### src/rtl/mrb_pkg.sv
// Purpose: shared constants for the mode register and burst order block
// Assumes: one 50 MHz core clock
// Notes: mode register addresses are the ones seen by mode register commands

package mrb_pkg;

	// ---------------------------------------------------------------
	// clock and timing
	// ---------------------------------------------------------------
	localparam int CLK_PERIOD_NS = 20;
	// init calibration time, plain default
	localparam int ZQ_INIT_NS = 1000;
	// longest time, rounded down, never below one cycle
	localparam int ZQ_INIT_CYC_RAW = ZQ_INIT_NS / CLK_PERIOD_NS;
	localparam int ZQ_INIT_CYC = (ZQ_INIT_CYC_RAW < 1) ? 1 : ZQ_INIT_CYC_RAW;

	// ---------------------------------------------------------------
	// mode register addresses and commands
	// ---------------------------------------------------------------
	localparam logic [7:0] MR_INFO_ADDR = 8'h00;
	localparam logic [7:0] MR_SETUP_ADDR = 8'h01;
	localparam logic [7:0] MR_CAL_ADDR = 8'h0A;
	localparam logic [7:0] CAL_INIT_CODE = 8'hFF;
	localparam logic [7:0] CAL_LONG_CODE = 8'hAB;
	localparam logic [7:0] CAL_SHORT_CODE = 8'h56;
	localparam logic [7:0] CAL_RESET_CODE = 8'hC3;

	// ---------------------------------------------------------------
	// device_information fields
	// ---------------------------------------------------------------
	localparam int INIT_BIT = 0;
	localparam int KIND_BIT = 1;
	localparam int DNV_BIT = 2;
	localparam int ZQ_LO = 3;
	localparam logic KIND_SDRAM = 1'h0;
	localparam logic DNV_UNSUPPORTED = 1'h0;
	localparam logic [1:0] ZQ_NONE = 2'h0;
	localparam logic [1:0] ZQ_SUPPLY = 2'h1;
	localparam logic [1:0] ZQ_GND = 2'h2;
	localparam logic [1:0] ZQ_PASS = 2'h3;

	// ---------------------------------------------------------------
	// burst_and_recovery_setup fields
	// ---------------------------------------------------------------
	localparam int BL_LO = 0;
	localparam int BT_BIT = 3;
	localparam int WC_BIT = 4;
	localparam int WR_LO = 5;
	localparam logic [2:0] BL4 = 3'h2;
	localparam logic [2:0] BL8 = 3'h3;
	localparam logic [2:0] BL16 = 3'h4;
	localparam logic [2:0] WR_MIN = 3'h1;
	localparam logic [2:0] WR_MAX = 3'h6;
	// recovery cycles are the code plus this offset
	localparam logic [3:0] WR_OFFSET = 4'h2;
	localparam logic [7:0] SETUP_RESET = 8'h22;

	// ---------------------------------------------------------------
	// burst sequencer states, gray along idle, run, recover
	// ---------------------------------------------------------------
	typedef enum logic [1:0] {
		ST_IDLE = 2'h0,
		ST_RUN = 2'h1,
		ST_RECOV = 2'h3
	} mrb_state_type;

endpackage

### src/rtl/mrb_cycle_timer.sv
// Purpose: loadable down counter with a one-cycle done pulse
// Assumes: load wins over an ongoing count
// Notes: used for calibration time and write recovery

`timescale 1ns/100ps
`default_nettype none

module mrb_cycle_timer #(
	parameter int W = 8
) (
	input wire logic core_clk,
	input wire logic rst_n,
	input wire logic load,
	input wire logic [W-1:0] cycles,
	output logic busy,
	output logic done
);

	logic [W-1:0] cnt_q, cnt_d;
	logic done_q, done_d;

	// count down to zero, pulse done on the last step
	always_comb begin
		cnt_d = cnt_q;
		done_d = 1'b0;
		if (load) begin
			cnt_d = cycles;
		end else if (cnt_q != '0) begin
			cnt_d = cnt_q - 1'b1;
			done_d = (cnt_q == W'(1));
		end
	end

	always_ff @(posedge core_clk or negedge rst_n) begin
		if (!rst_n) begin
			cnt_q <= '0;
			done_q <= 1'b0;
		end else begin
			cnt_q <= cnt_d;
			done_q <= done_d;
		end
	end

	assign busy = (cnt_q != '0);
	assign done = done_q;

endmodule // mrb_cycle_timer

`default_nettype wire

### src/rtl/mrb_burst_order.sv
// Purpose: column of one beat from start column, beat index and mode
// Assumes: caller only asks for legal combinations
// Notes: purely combinational

`timescale 1ns/100ps
`default_nettype none

module mrb_burst_order (
	input wire logic [2:0] bl_code,
	input wire logic interleave,
	input wire logic no_wrap,
	input wire logic [8:0] start_col,
	input wire logic [3:0] beat,
	output logic [8:0] col
);

	logic [8:0] mask;
	logic [8:0] seq_col;
	logic [8:0] int_col;

	// wrap window from burst length
	always_comb begin
		unique case (bl_code)
			mrb_pkg::BL8: mask = 9'h007;
			mrb_pkg::BL16: mask = 9'h00F;
			default: mask = 9'h003;
		endcase
	end

	// low bits wrap inside the window, high bits stay put
	assign seq_col = ((start_col + {5'h00, beat}) & mask) | (start_col & ~mask);
	assign int_col = ((start_col ^ {5'h00, beat}) & mask) | (start_col & ~mask);

	// four beats use the sequential form whatever the type
	always_comb begin
		if (no_wrap) begin
			col = start_col + {5'h00, beat};
		end else if (interleave && bl_code == mrb_pkg::BL8) begin
			col = int_col;
		end else begin
			col = seq_col;
		end
	end

endmodule // mrb_burst_order

`default_nettype wire

### src/rtl/mrb_mode_burst.sv
// Purpose: information and burst setup mode registers, burst column order,
//          write recovery before auto precharge, zq self-test reporting
// Assumes: mode register commands and burst requests arrive as
//          one-cycle strobes synchronous to core_clk
// Notes: register reads answer one cycle after the request

`timescale 1ns/100ps
`default_nettype none

module mrb_mode_burst #(
	parameter bit ZQ_TEST_SUPPORTED = 1'b1,
	parameter int ZQ_INIT_CYCLES = mrb_pkg::ZQ_INIT_CYC
) (
	input wire logic core_clk,
	input wire logic rst_n,
	input wire logic init_running,
	input wire logic zq_sense_supply,
	input wire logic zq_sense_gnd,
	input wire logic mode_reg_write_cmd,
	input wire logic mode_reg_read_cmd,
	input wire logic [7:0] mode_reg_addr,
	input wire logic [7:0] mode_reg_wdata,
	output logic [7:0] mode_reg_rdata,
	output logic mode_reg_rvalid,
	output logic zq_cal_start,
	output logic [7:0] zq_cal_code,
	output logic factory_trim_sel,
	input wire logic burst_req,
	input wire logic burst_is_write,
	input wire logic auto_precharge_flag,
	input wire logic [8:0] burst_col,
	output logic burst_busy,
	output logic burst_refused,
	output logic beat_valid,
	output logic beat_last,
	output logic [8:0] beat_col,
	output logic precharge_start,
	output logic [2:0] burst_length_field,
	output logic [2:0] write_recovery_cycles
);

	// ---------------------------------------------------------------
	// state declarations
	// ---------------------------------------------------------------
	logic [7:0] setup_q, setup_d;
	logic init_q, init_d;
	logic [1:0] zq_q, zq_d;
	logic trim_q, trim_d;
	logic [7:0] rdata_q, rdata_d;
	logic rvalid_q, rvalid_d;
	logic cal_start_q, cal_start_d;
	logic [7:0] cal_code_q, cal_code_d;
	logic cal_pending_q, cal_pending_d;

	mrb_pkg::mrb_state_type st_q, st_d;
	logic [3:0] beat_q, beat_d;
	logic [3:0] last_idx_q, last_idx_d;
	logic [8:0] start_q, start_d;
	logic [2:0] bl_q, bl_d;
	logic bt_q, bt_d;
	logic wc_q, wc_d;
	logic wr_q, wr_d;
	logic ap_q, ap_d;
	logic [3:0] nwr_q, nwr_d;
	logic refused_q, refused_d;
	logic bvalid_q, bvalid_d;
	logic blast_q, blast_d;
	logic [8:0] bcol_q, bcol_d;
	logic pre_q, pre_d;

	// ---------------------------------------------------------------
	// decoded fields of the setup register
	// ---------------------------------------------------------------
	logic [2:0] set_bl;
	logic set_bt;
	logic set_wc;
	logic [2:0] set_wr;
	logic [2:0] new_bl;
	logic [2:0] new_wr;
	logic setup_wr;
	logic cal_wr;
	logic cal_code_ok;
	logic cal_done;
	logic cal_busy;
	logic rec_done;
	logic rec_load;
	logic [8:0] order_col;
	logic [7:0] info_word;
	logic combo_bad;

	assign set_bl = setup_q[mrb_pkg::BL_LO +: 3];
	assign set_bt = setup_q[mrb_pkg::BT_BIT];
	assign set_wc = setup_q[mrb_pkg::WC_BIT];
	assign set_wr = setup_q[mrb_pkg::WR_LO +: 3];
	assign new_bl = mode_reg_wdata[mrb_pkg::BL_LO +: 3];
	assign new_wr = mode_reg_wdata[mrb_pkg::WR_LO +: 3];
	assign setup_wr = mode_reg_write_cmd && mode_reg_addr == mrb_pkg::MR_SETUP_ADDR;
	assign cal_wr = mode_reg_write_cmd && mode_reg_addr == mrb_pkg::MR_CAL_ADDR;

	// reserved calibration codes are dropped like faulted ones
	assign cal_code_ok = mode_reg_wdata == mrb_pkg::CAL_INIT_CODE
		|| mode_reg_wdata == mrb_pkg::CAL_LONG_CODE
		|| mode_reg_wdata == mrb_pkg::CAL_SHORT_CODE
		|| mode_reg_wdata == mrb_pkg::CAL_RESET_CODE;

	// ---------------------------------------------------------------
	// information word as seen by a mode register read
	// ---------------------------------------------------------------
	always_comb begin
		info_word = 8'h00; // reserved bits read zero
		info_word[mrb_pkg::INIT_BIT] = init_q;
		info_word[mrb_pkg::KIND_BIT] = mrb_pkg::KIND_SDRAM;
		info_word[mrb_pkg::DNV_BIT] = mrb_pkg::DNV_UNSUPPORTED;
		info_word[mrb_pkg::ZQ_LO +: 2] = zq_q;
	end

	// ---------------------------------------------------------------
	// mode register file and zq calibration
	// ---------------------------------------------------------------
	// illegal length or recovery codes keep the old field, so a bad
	// write cannot leave the burst logic with an undefined length
	always_comb begin
		setup_d = setup_q;
		init_d = init_running;
		zq_d = zq_q;
		trim_d = trim_q;
		rdata_d = rdata_q;
		rvalid_d = 1'b0;
		cal_start_d = 1'b0;
		cal_code_d = cal_code_q;
		cal_pending_d = cal_pending_q;
		if (setup_wr) begin
			if (new_bl == mrb_pkg::BL4 || new_bl == mrb_pkg::BL8 || new_bl == mrb_pkg::BL16) begin
				setup_d[mrb_pkg::BL_LO +: 3] = new_bl;
			end
			if (new_wr >= mrb_pkg::WR_MIN && new_wr <= mrb_pkg::WR_MAX) begin
				setup_d[mrb_pkg::WR_LO +: 3] = new_wr;
			end
			setup_d[mrb_pkg::BT_BIT] = mode_reg_wdata[mrb_pkg::BT_BIT];
			setup_d[mrb_pkg::WC_BIT] = mode_reg_wdata[mrb_pkg::WC_BIT];
		end
		// a write to the information address falls through untouched
		// the start and done cycles count as busy, so a command there cannot lose its pending result
		if (cal_wr && cal_code_ok && !trim_q && !cal_busy && !cal_start_q && !cal_done) begin
			cal_start_d = 1'b1; // faulted zq ignores calibration
			cal_code_d = mode_reg_wdata;
			cal_pending_d = ZQ_TEST_SUPPORTED && mode_reg_wdata == mrb_pkg::CAL_INIT_CODE;
		end
		if (cal_done && cal_pending_q) begin
			cal_pending_d = 1'b0;
			// result only moves at the end of init calibration
			if (zq_sense_supply) begin
				zq_d = mrb_pkg::ZQ_SUPPLY;
			end else if (zq_sense_gnd) begin
				zq_d = mrb_pkg::ZQ_GND;
			end else begin
				zq_d = mrb_pkg::ZQ_PASS;
			end
			trim_d = zq_sense_supply || zq_sense_gnd;
		end
		if (mode_reg_read_cmd) begin
			rvalid_d = 1'b1;
			// write-only and unused addresses answer zero
			rdata_d = (mode_reg_addr == mrb_pkg::MR_INFO_ADDR) ? info_word : 8'h00;
		end
	end

	// defaults come back on every reset
	always_ff @(posedge core_clk or negedge rst_n) begin
		if (!rst_n) begin
			setup_q <= mrb_pkg::SETUP_RESET;
			init_q <= 1'b1;
			zq_q <= mrb_pkg::ZQ_NONE;
			trim_q <= 1'b0;
			rdata_q <= 8'h00;
			rvalid_q <= 1'b0;
			cal_start_q <= 1'b0;
			cal_code_q <= 8'h00;
			cal_pending_q <= 1'b0;
		end else begin
			setup_q <= setup_d;
			init_q <= init_d;
			zq_q <= zq_d;
			trim_q <= trim_d;
			rdata_q <= rdata_d;
			rvalid_q <= rvalid_d;
			cal_start_q <= cal_start_d;
			cal_code_q <= cal_code_d;
			cal_pending_q <= cal_pending_d;
		end
	end

	// calibration time, restarted by each accepted calibration
	mrb_cycle_timer #(
		.W(16)
	) u_cal_timer (
		.core_clk(core_clk),
		.rst_n(rst_n),
		.load(cal_start_q),
		.cycles(16'(ZQ_INIT_CYCLES)),
		.busy(cal_busy),
		.done(cal_done)
	);

	// ---------------------------------------------------------------
	// burst sequencer
	// ---------------------------------------------------------------
	// unsupported combinations are refused at the start
	always_comb begin
		combo_bad = 1'b0;
		if (set_wc && set_bl != mrb_pkg::BL4) begin
			combo_bad = 1'b1;
		end
		if (set_bt && set_bl == mrb_pkg::BL16) begin
			combo_bad = 1'b1;
		end
	end

	mrb_burst_order u_order (
		.bl_code(bl_q),
		.interleave(bt_q),
		.no_wrap(wc_q),
		.start_col(start_q),
		.beat(beat_q),
		.col(order_col)
	);

	assign rec_load = blast_q && wr_q && ap_q;

	// settings are captured at the start, so a setup write lands
	// on the next burst and never mid-burst
	always_comb begin
		st_d = st_q;
		beat_d = beat_q;
		last_idx_d = last_idx_q;
		start_d = start_q;
		bl_d = bl_q;
		bt_d = bt_q;
		wc_d = wc_q;
		wr_d = wr_q;
		ap_d = ap_q;
		nwr_d = nwr_q;
		refused_d = 1'b0;
		bvalid_d = 1'b0;
		blast_d = 1'b0;
		bcol_d = bcol_q;
		pre_d = rec_done;
		unique case (st_q)
			mrb_pkg::ST_IDLE: begin
				if (burst_req && combo_bad) begin
					refused_d = 1'b1;
				end else if (burst_req) begin
					st_d = mrb_pkg::ST_RUN;
					beat_d = 4'h0;
					start_d = {burst_col[8:1], 1'b0};
					bl_d = set_bl;
					bt_d = set_bt;
					wc_d = set_wc;
					wr_d = burst_is_write;
					ap_d = auto_precharge_flag;
					nwr_d = {1'b0, set_wr} + mrb_pkg::WR_OFFSET;
					unique case (set_bl)
						mrb_pkg::BL8: last_idx_d = 4'h7;
						mrb_pkg::BL16: last_idx_d = 4'hF;
						default: last_idx_d = 4'h3;
					endcase
				end
			end
			mrb_pkg::ST_RUN: begin
				refused_d = burst_req;
				bvalid_d = 1'b1;
				bcol_d = order_col;
				beat_d = beat_q + 4'h1;
				if (beat_q == last_idx_q) begin
					blast_d = 1'b1;
					st_d = (wr_q && ap_q) ? mrb_pkg::ST_RECOV : mrb_pkg::ST_IDLE;
				end
			end
			mrb_pkg::ST_RECOV: begin
				// hold off new bursts until the bank precharge starts
				refused_d = burst_req;
				if (rec_done) begin
					st_d = mrb_pkg::ST_IDLE;
				end
			end
			default: begin
				st_d = mrb_pkg::ST_IDLE;
			end
		endcase
	end

	always_ff @(posedge core_clk or negedge rst_n) begin
		if (!rst_n) begin
			st_q <= mrb_pkg::ST_IDLE;
			beat_q <= 4'h0;
			last_idx_q <= 4'h3;
			start_q <= 9'h000;
			bl_q <= mrb_pkg::BL4;
			bt_q <= 1'b0;
			wc_q <= 1'b0;
			wr_q <= 1'b0;
			ap_q <= 1'b0;
			nwr_q <= 4'h3;
			refused_q <= 1'b0;
			bvalid_q <= 1'b0;
			blast_q <= 1'b0;
			bcol_q <= 9'h000;
			pre_q <= 1'b0;
		end else begin
			st_q <= st_d;
			beat_q <= beat_d;
			last_idx_q <= last_idx_d;
			start_q <= start_d;
			bl_q <= bl_d;
			bt_q <= bt_d;
			wc_q <= wc_d;
			wr_q <= wr_d;
			ap_q <= ap_d;
			nwr_q <= nwr_d;
			refused_q <= refused_d;
			bvalid_q <= bvalid_d;
			blast_q <= blast_d;
			bcol_q <= bcol_d;
			pre_q <= pre_d;
		end
	end

	// recovery counted from the cycle after the last beat
	mrb_cycle_timer #(
		.W(4)
	) u_rec_timer (
		.core_clk(core_clk),
		.rst_n(rst_n),
		.load(rec_load),
		.cycles(nwr_q),
		.busy(),
		.done(rec_done)
	);

	// ---------------------------------------------------------------
	// outputs, each from a flip-flop
	// ---------------------------------------------------------------
	assign mode_reg_rdata = rdata_q;
	assign mode_reg_rvalid = rvalid_q;
	assign zq_cal_start = cal_start_q;
	assign zq_cal_code = cal_code_q;
	assign factory_trim_sel = trim_q;
	assign burst_busy = st_q[0]; // run and recover share bit 0, so no decode
	assign burst_refused = refused_q;
	assign beat_valid = bvalid_q;
	assign beat_last = blast_q;
	assign beat_col = bcol_q;
	assign precharge_start = pre_q;
	assign burst_length_field = set_bl;
	assign write_recovery_cycles = set_wr;

endmodule // mrb_mode_burst

`default_nettype wire

### config.mk
export PLATFORM = sky130hd
export DESIGN_NAME = mrb_mode_burst
export DESIGN_NICKNAME = d
export VERILOG_FILES = /design/src/rtl/mrb_pkg.sv /design/src/rtl/mrb_cycle_timer.sv /design/src/rtl/mrb_burst_order.sv /design/src/rtl/mrb_mode_burst.sv
export SDC_FILE = /design/constraint.sdc
export NUM_CORES = 1
export LEC_CHECK = 0
export BUFFER_PORTS_ARGS = -buffer_cell sky130_fd_sc_hd__buf_2
export CORE_ASPECT_RATIO = 0.5
export CORE_UTILIZATION = 56
export DETAILED_ROUTE_END_ITERATION = 6
export PLACE_DENSITY = 0.8
export REMOVE_ABC_BUFFERS = 1
export SYNTH_ARGS = -nofsm -noshare
export SYNTH_HDL_FRONTEND = slang
export SYNTH_SLANG_ARGS = --single-unit
### constraint.sdc
create_clock -name core_clk -period 2.4 [get_ports core_clk]
set_clock_uncertainty 0.05 [all_clocks]
set_input_delay 0.48 -clock core_clk [delete_from_list [all_inputs] [get_ports core_clk]]
set_output_delay 0.48 -clock core_clk [all_outputs]
set_load 0.02 [all_outputs]
# ---- Word-level counts from Yosys, hierarchy flattened
# Cells that the tools add are included.
dict set report op_classes {
  n_eq_ne 23
  bitwise 8
  n_reduce_logical 40
  addsub 5
  muxes 35
  magnitude_cmp 2
}
# operator count
set op_table {}
lappend op_table {{16-bit 2-to-1 mux} 2}
lappend op_table {{8-bit equality test (second input constant)} 3}
lappend op_table {{4-bit case mux with 2 select lines} 3}
lappend op_table {{9-bit by 4-bit bitwise AND with 9-bit output} 2}
lappend op_table {{9-bit 2-to-1 mux} 2}
lappend op_table {{9-bit OR} 2}
lappend op_table {{16-bit by 1-bit equality test with 1-bit output (second input constant)} 1}
lappend op_table {{1-bit logical AND} 16}
lappend op_table {{4-bit 2-to-1 mux} 4}
lappend op_table {{16-bit nonzero test} 1}
lappend op_table {{16-bit by 1-bit subtractor with 16-bit output (second input constant)} 1}
lappend op_table {{1-bit 2-to-1 mux} 15}
lappend op_table {{3-bit by 2-bit equality test with 1-bit output (second input constant)} 4}
lappend op_table {{2-bit 2-to-1 mux} 6}
lappend op_table {{9-bit by 4-bit adder with 9-bit output} 1}
lappend op_table {{9-bit bitwise AND} 1}
lappend op_table {{3-bit equality test (second input constant)} 3}
lappend op_table {{4-bit inverter with 9-bit output} 1}
lappend op_table {{9-bit by 4-bit XOR with 9-bit output} 1}
lappend op_table {{8-bit by 1-bit equality test with 1-bit output (second input constant)} 1}
lappend op_table {{8-bit by 4-bit equality test with 1-bit output (second input constant)} 1}
lappend op_table {{8-bit by 7-bit equality test with 1-bit output (second input constant)} 1}
lappend op_table {{8-bit zero test} 1}
lappend op_table {{2-bit nonzero test} 4}
lappend op_table {{other kinds (24)} 36}
dict set report totals {
  elab_cells 143
  in_bits 35
  output_inout_bits 39
  regBits 95
}

# ---- Longest topological paths before layout
dict set report logic_depth {
  ltp_word 11
  ltp_mapped 7
  ltp_nobuf 6
}

# ---- Modules after synthesis
# Synthesis repeated with hierarchy kept, for this count alone.
dict set report unflattened {
  hier_cells 449
  area_unflattened_um2 4773.3
}
# mod cells_per_inst area_each_um2 seq_area_each_um2 instances
set modules_own_cells {}
lappend modules_own_cells {mrb_mode_burst 257 3029.2 1659.1 1}
lappend modules_own_cells {{mrb_cycle_timer (u_cal_timer)} 114 1082.3 425.4 1}
lappend modules_own_cells {mrb_burst_order 51 374.1 0.0 1}
lappend modules_own_cells {{mrb_cycle_timer (u_rec_timer)} 27 287.8 125.1 1}

# ---- Worst setup path before layout
# No wires, ideal clock.
dict set report synth_timing {
  path_kind {input port to flip-flop}
  startpoint {input mode_reg_addr[5]}
  endpoint {register cal_code_q[0], in the netlist zq_cal_code[0]}
  setup_ns 0.125
  path_stages 4
  arrival_ns 1.869
  required_time_ns 2.225
  n_path_buf 0
  setup_slack_ns 0.356
  cell_sequence {nor4_2 nand4_1 a2111oi_4 mux2_2}
}
dict set report synth_via {
  elab_chain_cells 7
}
# item line_no
set synth_rtl {}
lappend synth_rtl {{start: declaration} mrb_mode_burst.sv:21} ;# input wire logic [7:0] mode_reg_addr,
lappend synth_rtl {{8-bit by 4-bit equality test with 1-bit output} mrb_mode_burst.sv:98} ;# assign cal_wr = mode_reg_write_cmd && mode_reg_addr == mrb_pkg::MR_CAL_ADDR;
lappend synth_rtl {{1-bit logical AND} mrb_mode_burst.sv:98}
lappend synth_rtl {{1-bit logical AND (5 in series)} mrb_mode_burst.sv:144} ;# if (cal_wr && cal_code_ok && !trim_q && !cal_busy && !cal_start_q && !cal_done) begin
lappend synth_rtl {{end signal: assignment} mrb_mode_burst.sv:188} ;# cal_code_q <= cal_code_d;
lappend synth_rtl {{end: declaration} mrb_mode_burst.sv:52} ;# logic [7:0] cal_code_q, cal_code_d;
# Every way passes these cells.
# A chain may end at the register's enable or synchronous reset.

# ---- Final worst setup path
dict set report layout_timing {
  startpoint {register u_cal_timer.cnt_q[0]}
  endpoint {register cal_pending_q}
}
dict set report layout_via {
  elab_chain_cells 6
}
# item line_no
set layout_rtl {}
lappend layout_rtl {{start: declaration} mrb_cycle_timer.sv:19} ;# logic [W-1:0] cnt_q, cnt_d;
lappend layout_rtl {{start signal: assignment} mrb_cycle_timer.sv:39} ;# cnt_q <= cnt_d;
lappend layout_rtl {{16-bit nonzero test} mrb_cycle_timer.sv:44} ;# assign busy = (cnt_q != '0);
lappend layout_rtl {{1-bit zero test} mrb_mode_burst.sv:144}
lappend layout_rtl {{1-bit logical AND (3 in series)} mrb_mode_burst.sv:144}
lappend layout_rtl {{2-bit nonzero test (no line)} n/a}
lappend layout_rtl {{end signal: assignment} mrb_mode_burst.sv:189} ;# cal_pending_q <= cal_pending_d;
lappend layout_rtl {{end: declaration} mrb_mode_burst.sv:53} ;# logic cal_pending_q, cal_pending_d;
# Every way passes these cells.

==> out/results.ini <==
[pwr]
cellLeakagePower_nw=2.485
power_density_nw_per_um2=949.2
ir_drop_v=0.0004921

[routing]
drt_wl_total_um=8464
post_drt_via_cell_ratio=5.655
drt-initial-drc-count=186
drtPass1Iterations=5
route.detailed.drc=0
ant_nets=0
avgRoutedWirePerCell_um=14.75
dr_total_vias=3246

[critical_path]
cp.required_ns=2.60
worstPathArrival_ns=2.30
path_max_fanout=5
cp_cell_sequence=inv_1 -> ha_1 -> nor4b_1 -> nand4_1 -> a211oi_1 -> mux2i_1
start_kind=register
cp-end-kind=register
slowest_stage=dfrtp_1
crit_type=register to register
slowest_delay_ns=0.41

[clock_network]
cts-resized-gates=0
clock_sinks=88
clkLatencyLatePin_ns=0.34
htree_levels=3
ctsHoldBuffers=0
cts_buffers=9
cts_root_buffer=clkbuf_16
postCtsSetupRepairBufs=0
clkTransAtPathRegs_ns=0.06
max-clock-path-buffers=2
cts_tree=done

[die]
chipHeight_um=64.51
coreArea_um2=7432
die_w_um=127.0
start_util_pct=58.87
rows=22
io_pins=74
dieArea_um2=8192

[finish]
diodes=0
regArea_um2=2210
syn2layout_area_growth_pct=16.76
nets=519
fin_cells=574
drive_gt1_share_pct=29.71
multiInputGateArea_um2=1984
fin_util_pct=68.74
n_fill_cell=559

[global_route]
grt_use_total_pct=23.21
grt_pass1_wl_um=14790
grt_pass1_vias=3085
grt_max_degree=89
antenna_found_initial=0
gr-total-overflow=0

[synthesis]
netlist_instances=405
synth.distinct_cells=63
yosysTopAreaCell=dfrtp_1
synthArstFlopShare_pct=100.0
ys.flop_type=dfrtp_1
seq_area_frac_synth_pct=50.50
syn_area_um2=4375
synth_edf_count=0
postSynthAreaPerCell_um2=10.80
yosys_warnings=0
ys_top_cells_by_area=dfrtp_1 47%, mux2_2 7.7%, dfstp_2 3.6%
synth_top_area_share_pct=46.90
synth_seq_cells=88

[timing]
setup_ws_ns=0.3028
hold_viol=0
period_needed_ns=2.097
rsz0062_at_grt=no
post-route-period-util_pct=87.38
setup_violations=0
maxSlewViolCount=0
fmax_mhz=476.8
fin_tns_setup_ns=0
whs_ns=0.1289

[placed_design]
dpl.hpwl_um=5841
dp_slack_ns=0.1110
place_inst=558
port_buffers=67
routabilityCongestion=0.8134

[flow_run]
max-cap-violations=0

[min_path]
min_path_type=input port to asynchronous set/reset pin

[outcome]
status=finished, final reports clean

==> stage by stage <==
stage / instance area, um^2 / power [mW]
after detailed placement: 4803 / 3.462
after floorplan: 4258 / 3.022
final: 5109 / 4.849
after CTS: 5109 / 4.889
after global placement: 4803 / 3.409
after global routing: 5109 / 5.171
==> layout make-up <==
| cell class | instances | share of cell area, % |
|---|---|---|
| multi-input combinational | 280 | 38.84 |
| clock inverter | 6 | 1.298 |
| sequential | 88 | 43.25 |
| tap | 96 | 2.351 |
| timing repair buffer | 77 | 8.327 |
| clock buffer | 10 | 4.678 |
| inverter | 17 | 1.249 |
==> registers in the layout (all words and copies together), names as in the netlist, 3 cells and up <==
name and cells:
mode_reg_rdata 3, zq_cal_code 8, bl_q 3, setup_q 8, start_q 8, nwr_q 4
u_rec_timer.cnt_q 4, beat_col 9, beat_q 4, u_cal_timer.cnt_q 16
==> kinds of logic (layout without fill, tap and decap cells) <==
group / after synthesis / in the layout / synth area share [%]
AND/OR/NAND/NOR: 138 / 138 / 18.42
AO/OA/AOI/OAI: 82 / 82 / 12.47
adder cells (fa/ha/maj): 11 / 11 / 3.317
multiplexers: 37 / 37 / 9.322
XOR/XNOR: 7 / 7 / 1.401
flip-flops: 88 / 88 / 50.50
buffers and inverters: 41 / 110 / 4.489
other: 1 / 5 / 0.08571
==> worst paths after layout <==
| check | from | slack, ns | cells past startpoint | to |
|---|---|---|---|---|
| worst max-delay path | u_cal_timer.cnt_q[0]$_DFFE_PN0P_ | 0.30 | 6 | cal_pending_q$_DFFE_PN0P_ |
| worst min register to register | u_rec_timer.done$_DFF_PN0_ | 0.35 | 0 | precharge_start$_DFF_PN0_ |
| min in group core_clk | init_running | 0.19 | 1 | init_q$_DFF_PN1_ |
| worst max register to register | u_cal_timer.cnt_q[0]$_DFFE_PN0P_ | 0.30 | 6 | cal_pending_q$_DFFE_PN0P_ |
| max in group asynchronous | rst_n | 1.81 | 2 | init_q$_DFF_PN1_ |
| worst min-delay path | rst_n | 0.13 | 2 | st_q[0]$_DFFE_PN0P_ |
==> synthesized netlist by cell type, types with 4 or more instances <==
| library cell | n |
|---|---|
| o22ai_1 | 4 |
| ha_1 | 10 |
| nor3_1 | 10 |
| inv_1 | 17 |
| dfrtp_1 | 82 |
| nand2b_1 | 4 |
| or3_1 | 7 |
| nand2_1 | 29 |
| o21ai_0 | 13 |
| a22o_1 | 5 |
| or4_1 | 10 |
| a31oi_1 | 4 |
| a21oi_1 | 26 |
| nor2_1 | 25 |
| nand3_1 | 9 |
| nor4_1 | 5 |
| xnor2_1 | 6 |
| nand4_1 | 5 |
| nor2b_1 | 7 |
| clkbuf_1 | 9 |
| o31ai_1 | 9 |
| dfstp_2 | 6 |
| and2_1 | 4 |
| buf_4 | 11 |
| mux2_2 | 30 |
| mux2i_1 | 7 |
==> layout by cell type (no fill, tap or decap), types with 9 or more instances in the layout <==
| cell type | Yosys | routed |
|---|---|---|
| clkbuf_16 | 0 | 9 |
| o21ai_0 | 13 | 13 |
| dfrtp_1 | 82 | 82 |
| buf_4 | 11 | 10 |
| nand3_1 | 9 | 9 |
| nor3_1 | 10 | 10 |
| ha_1 | 10 | 10 |
| mux2_2 | 30 | 30 |
| o31ai_1 | 9 | 9 |
| nand2_1 | 29 | 29 |
| nor2_1 | 25 | 25 |
| or4_1 | 10 | 10 |
| buf_2 | 1 | 66 |
| a21oi_1 | 26 | 26 |
| inv_1 | 17 | 17 |
==> report_power, final <==
part / switching [mW] / total (mW) / internal [mW]
Sequential: 0.268 / 2.08 / 1.81
Combinational: 0.728 / 1.36 / 0.634
Clock: 0.573 / 1.41 / 0.838
==> worst max-delay path: cells and delay by family, from the launching register on <==
family,cells,cell delay (ns)
simple gates,2,0.57
flops,1,0.41
compound gates,1,0.38
mux,1,0.25
fa+ha+maj,1,0.24
buf+inv,1,0.12
==> metal layers <==
layer  track usage (%)  routed length (um)
met2             39.84                4048
met1             29.34                3988
met3             6.193                 294
met5                 0                   0
met4             6.399                 131
No activity file was read; power rests on OpenSTA's default activity.
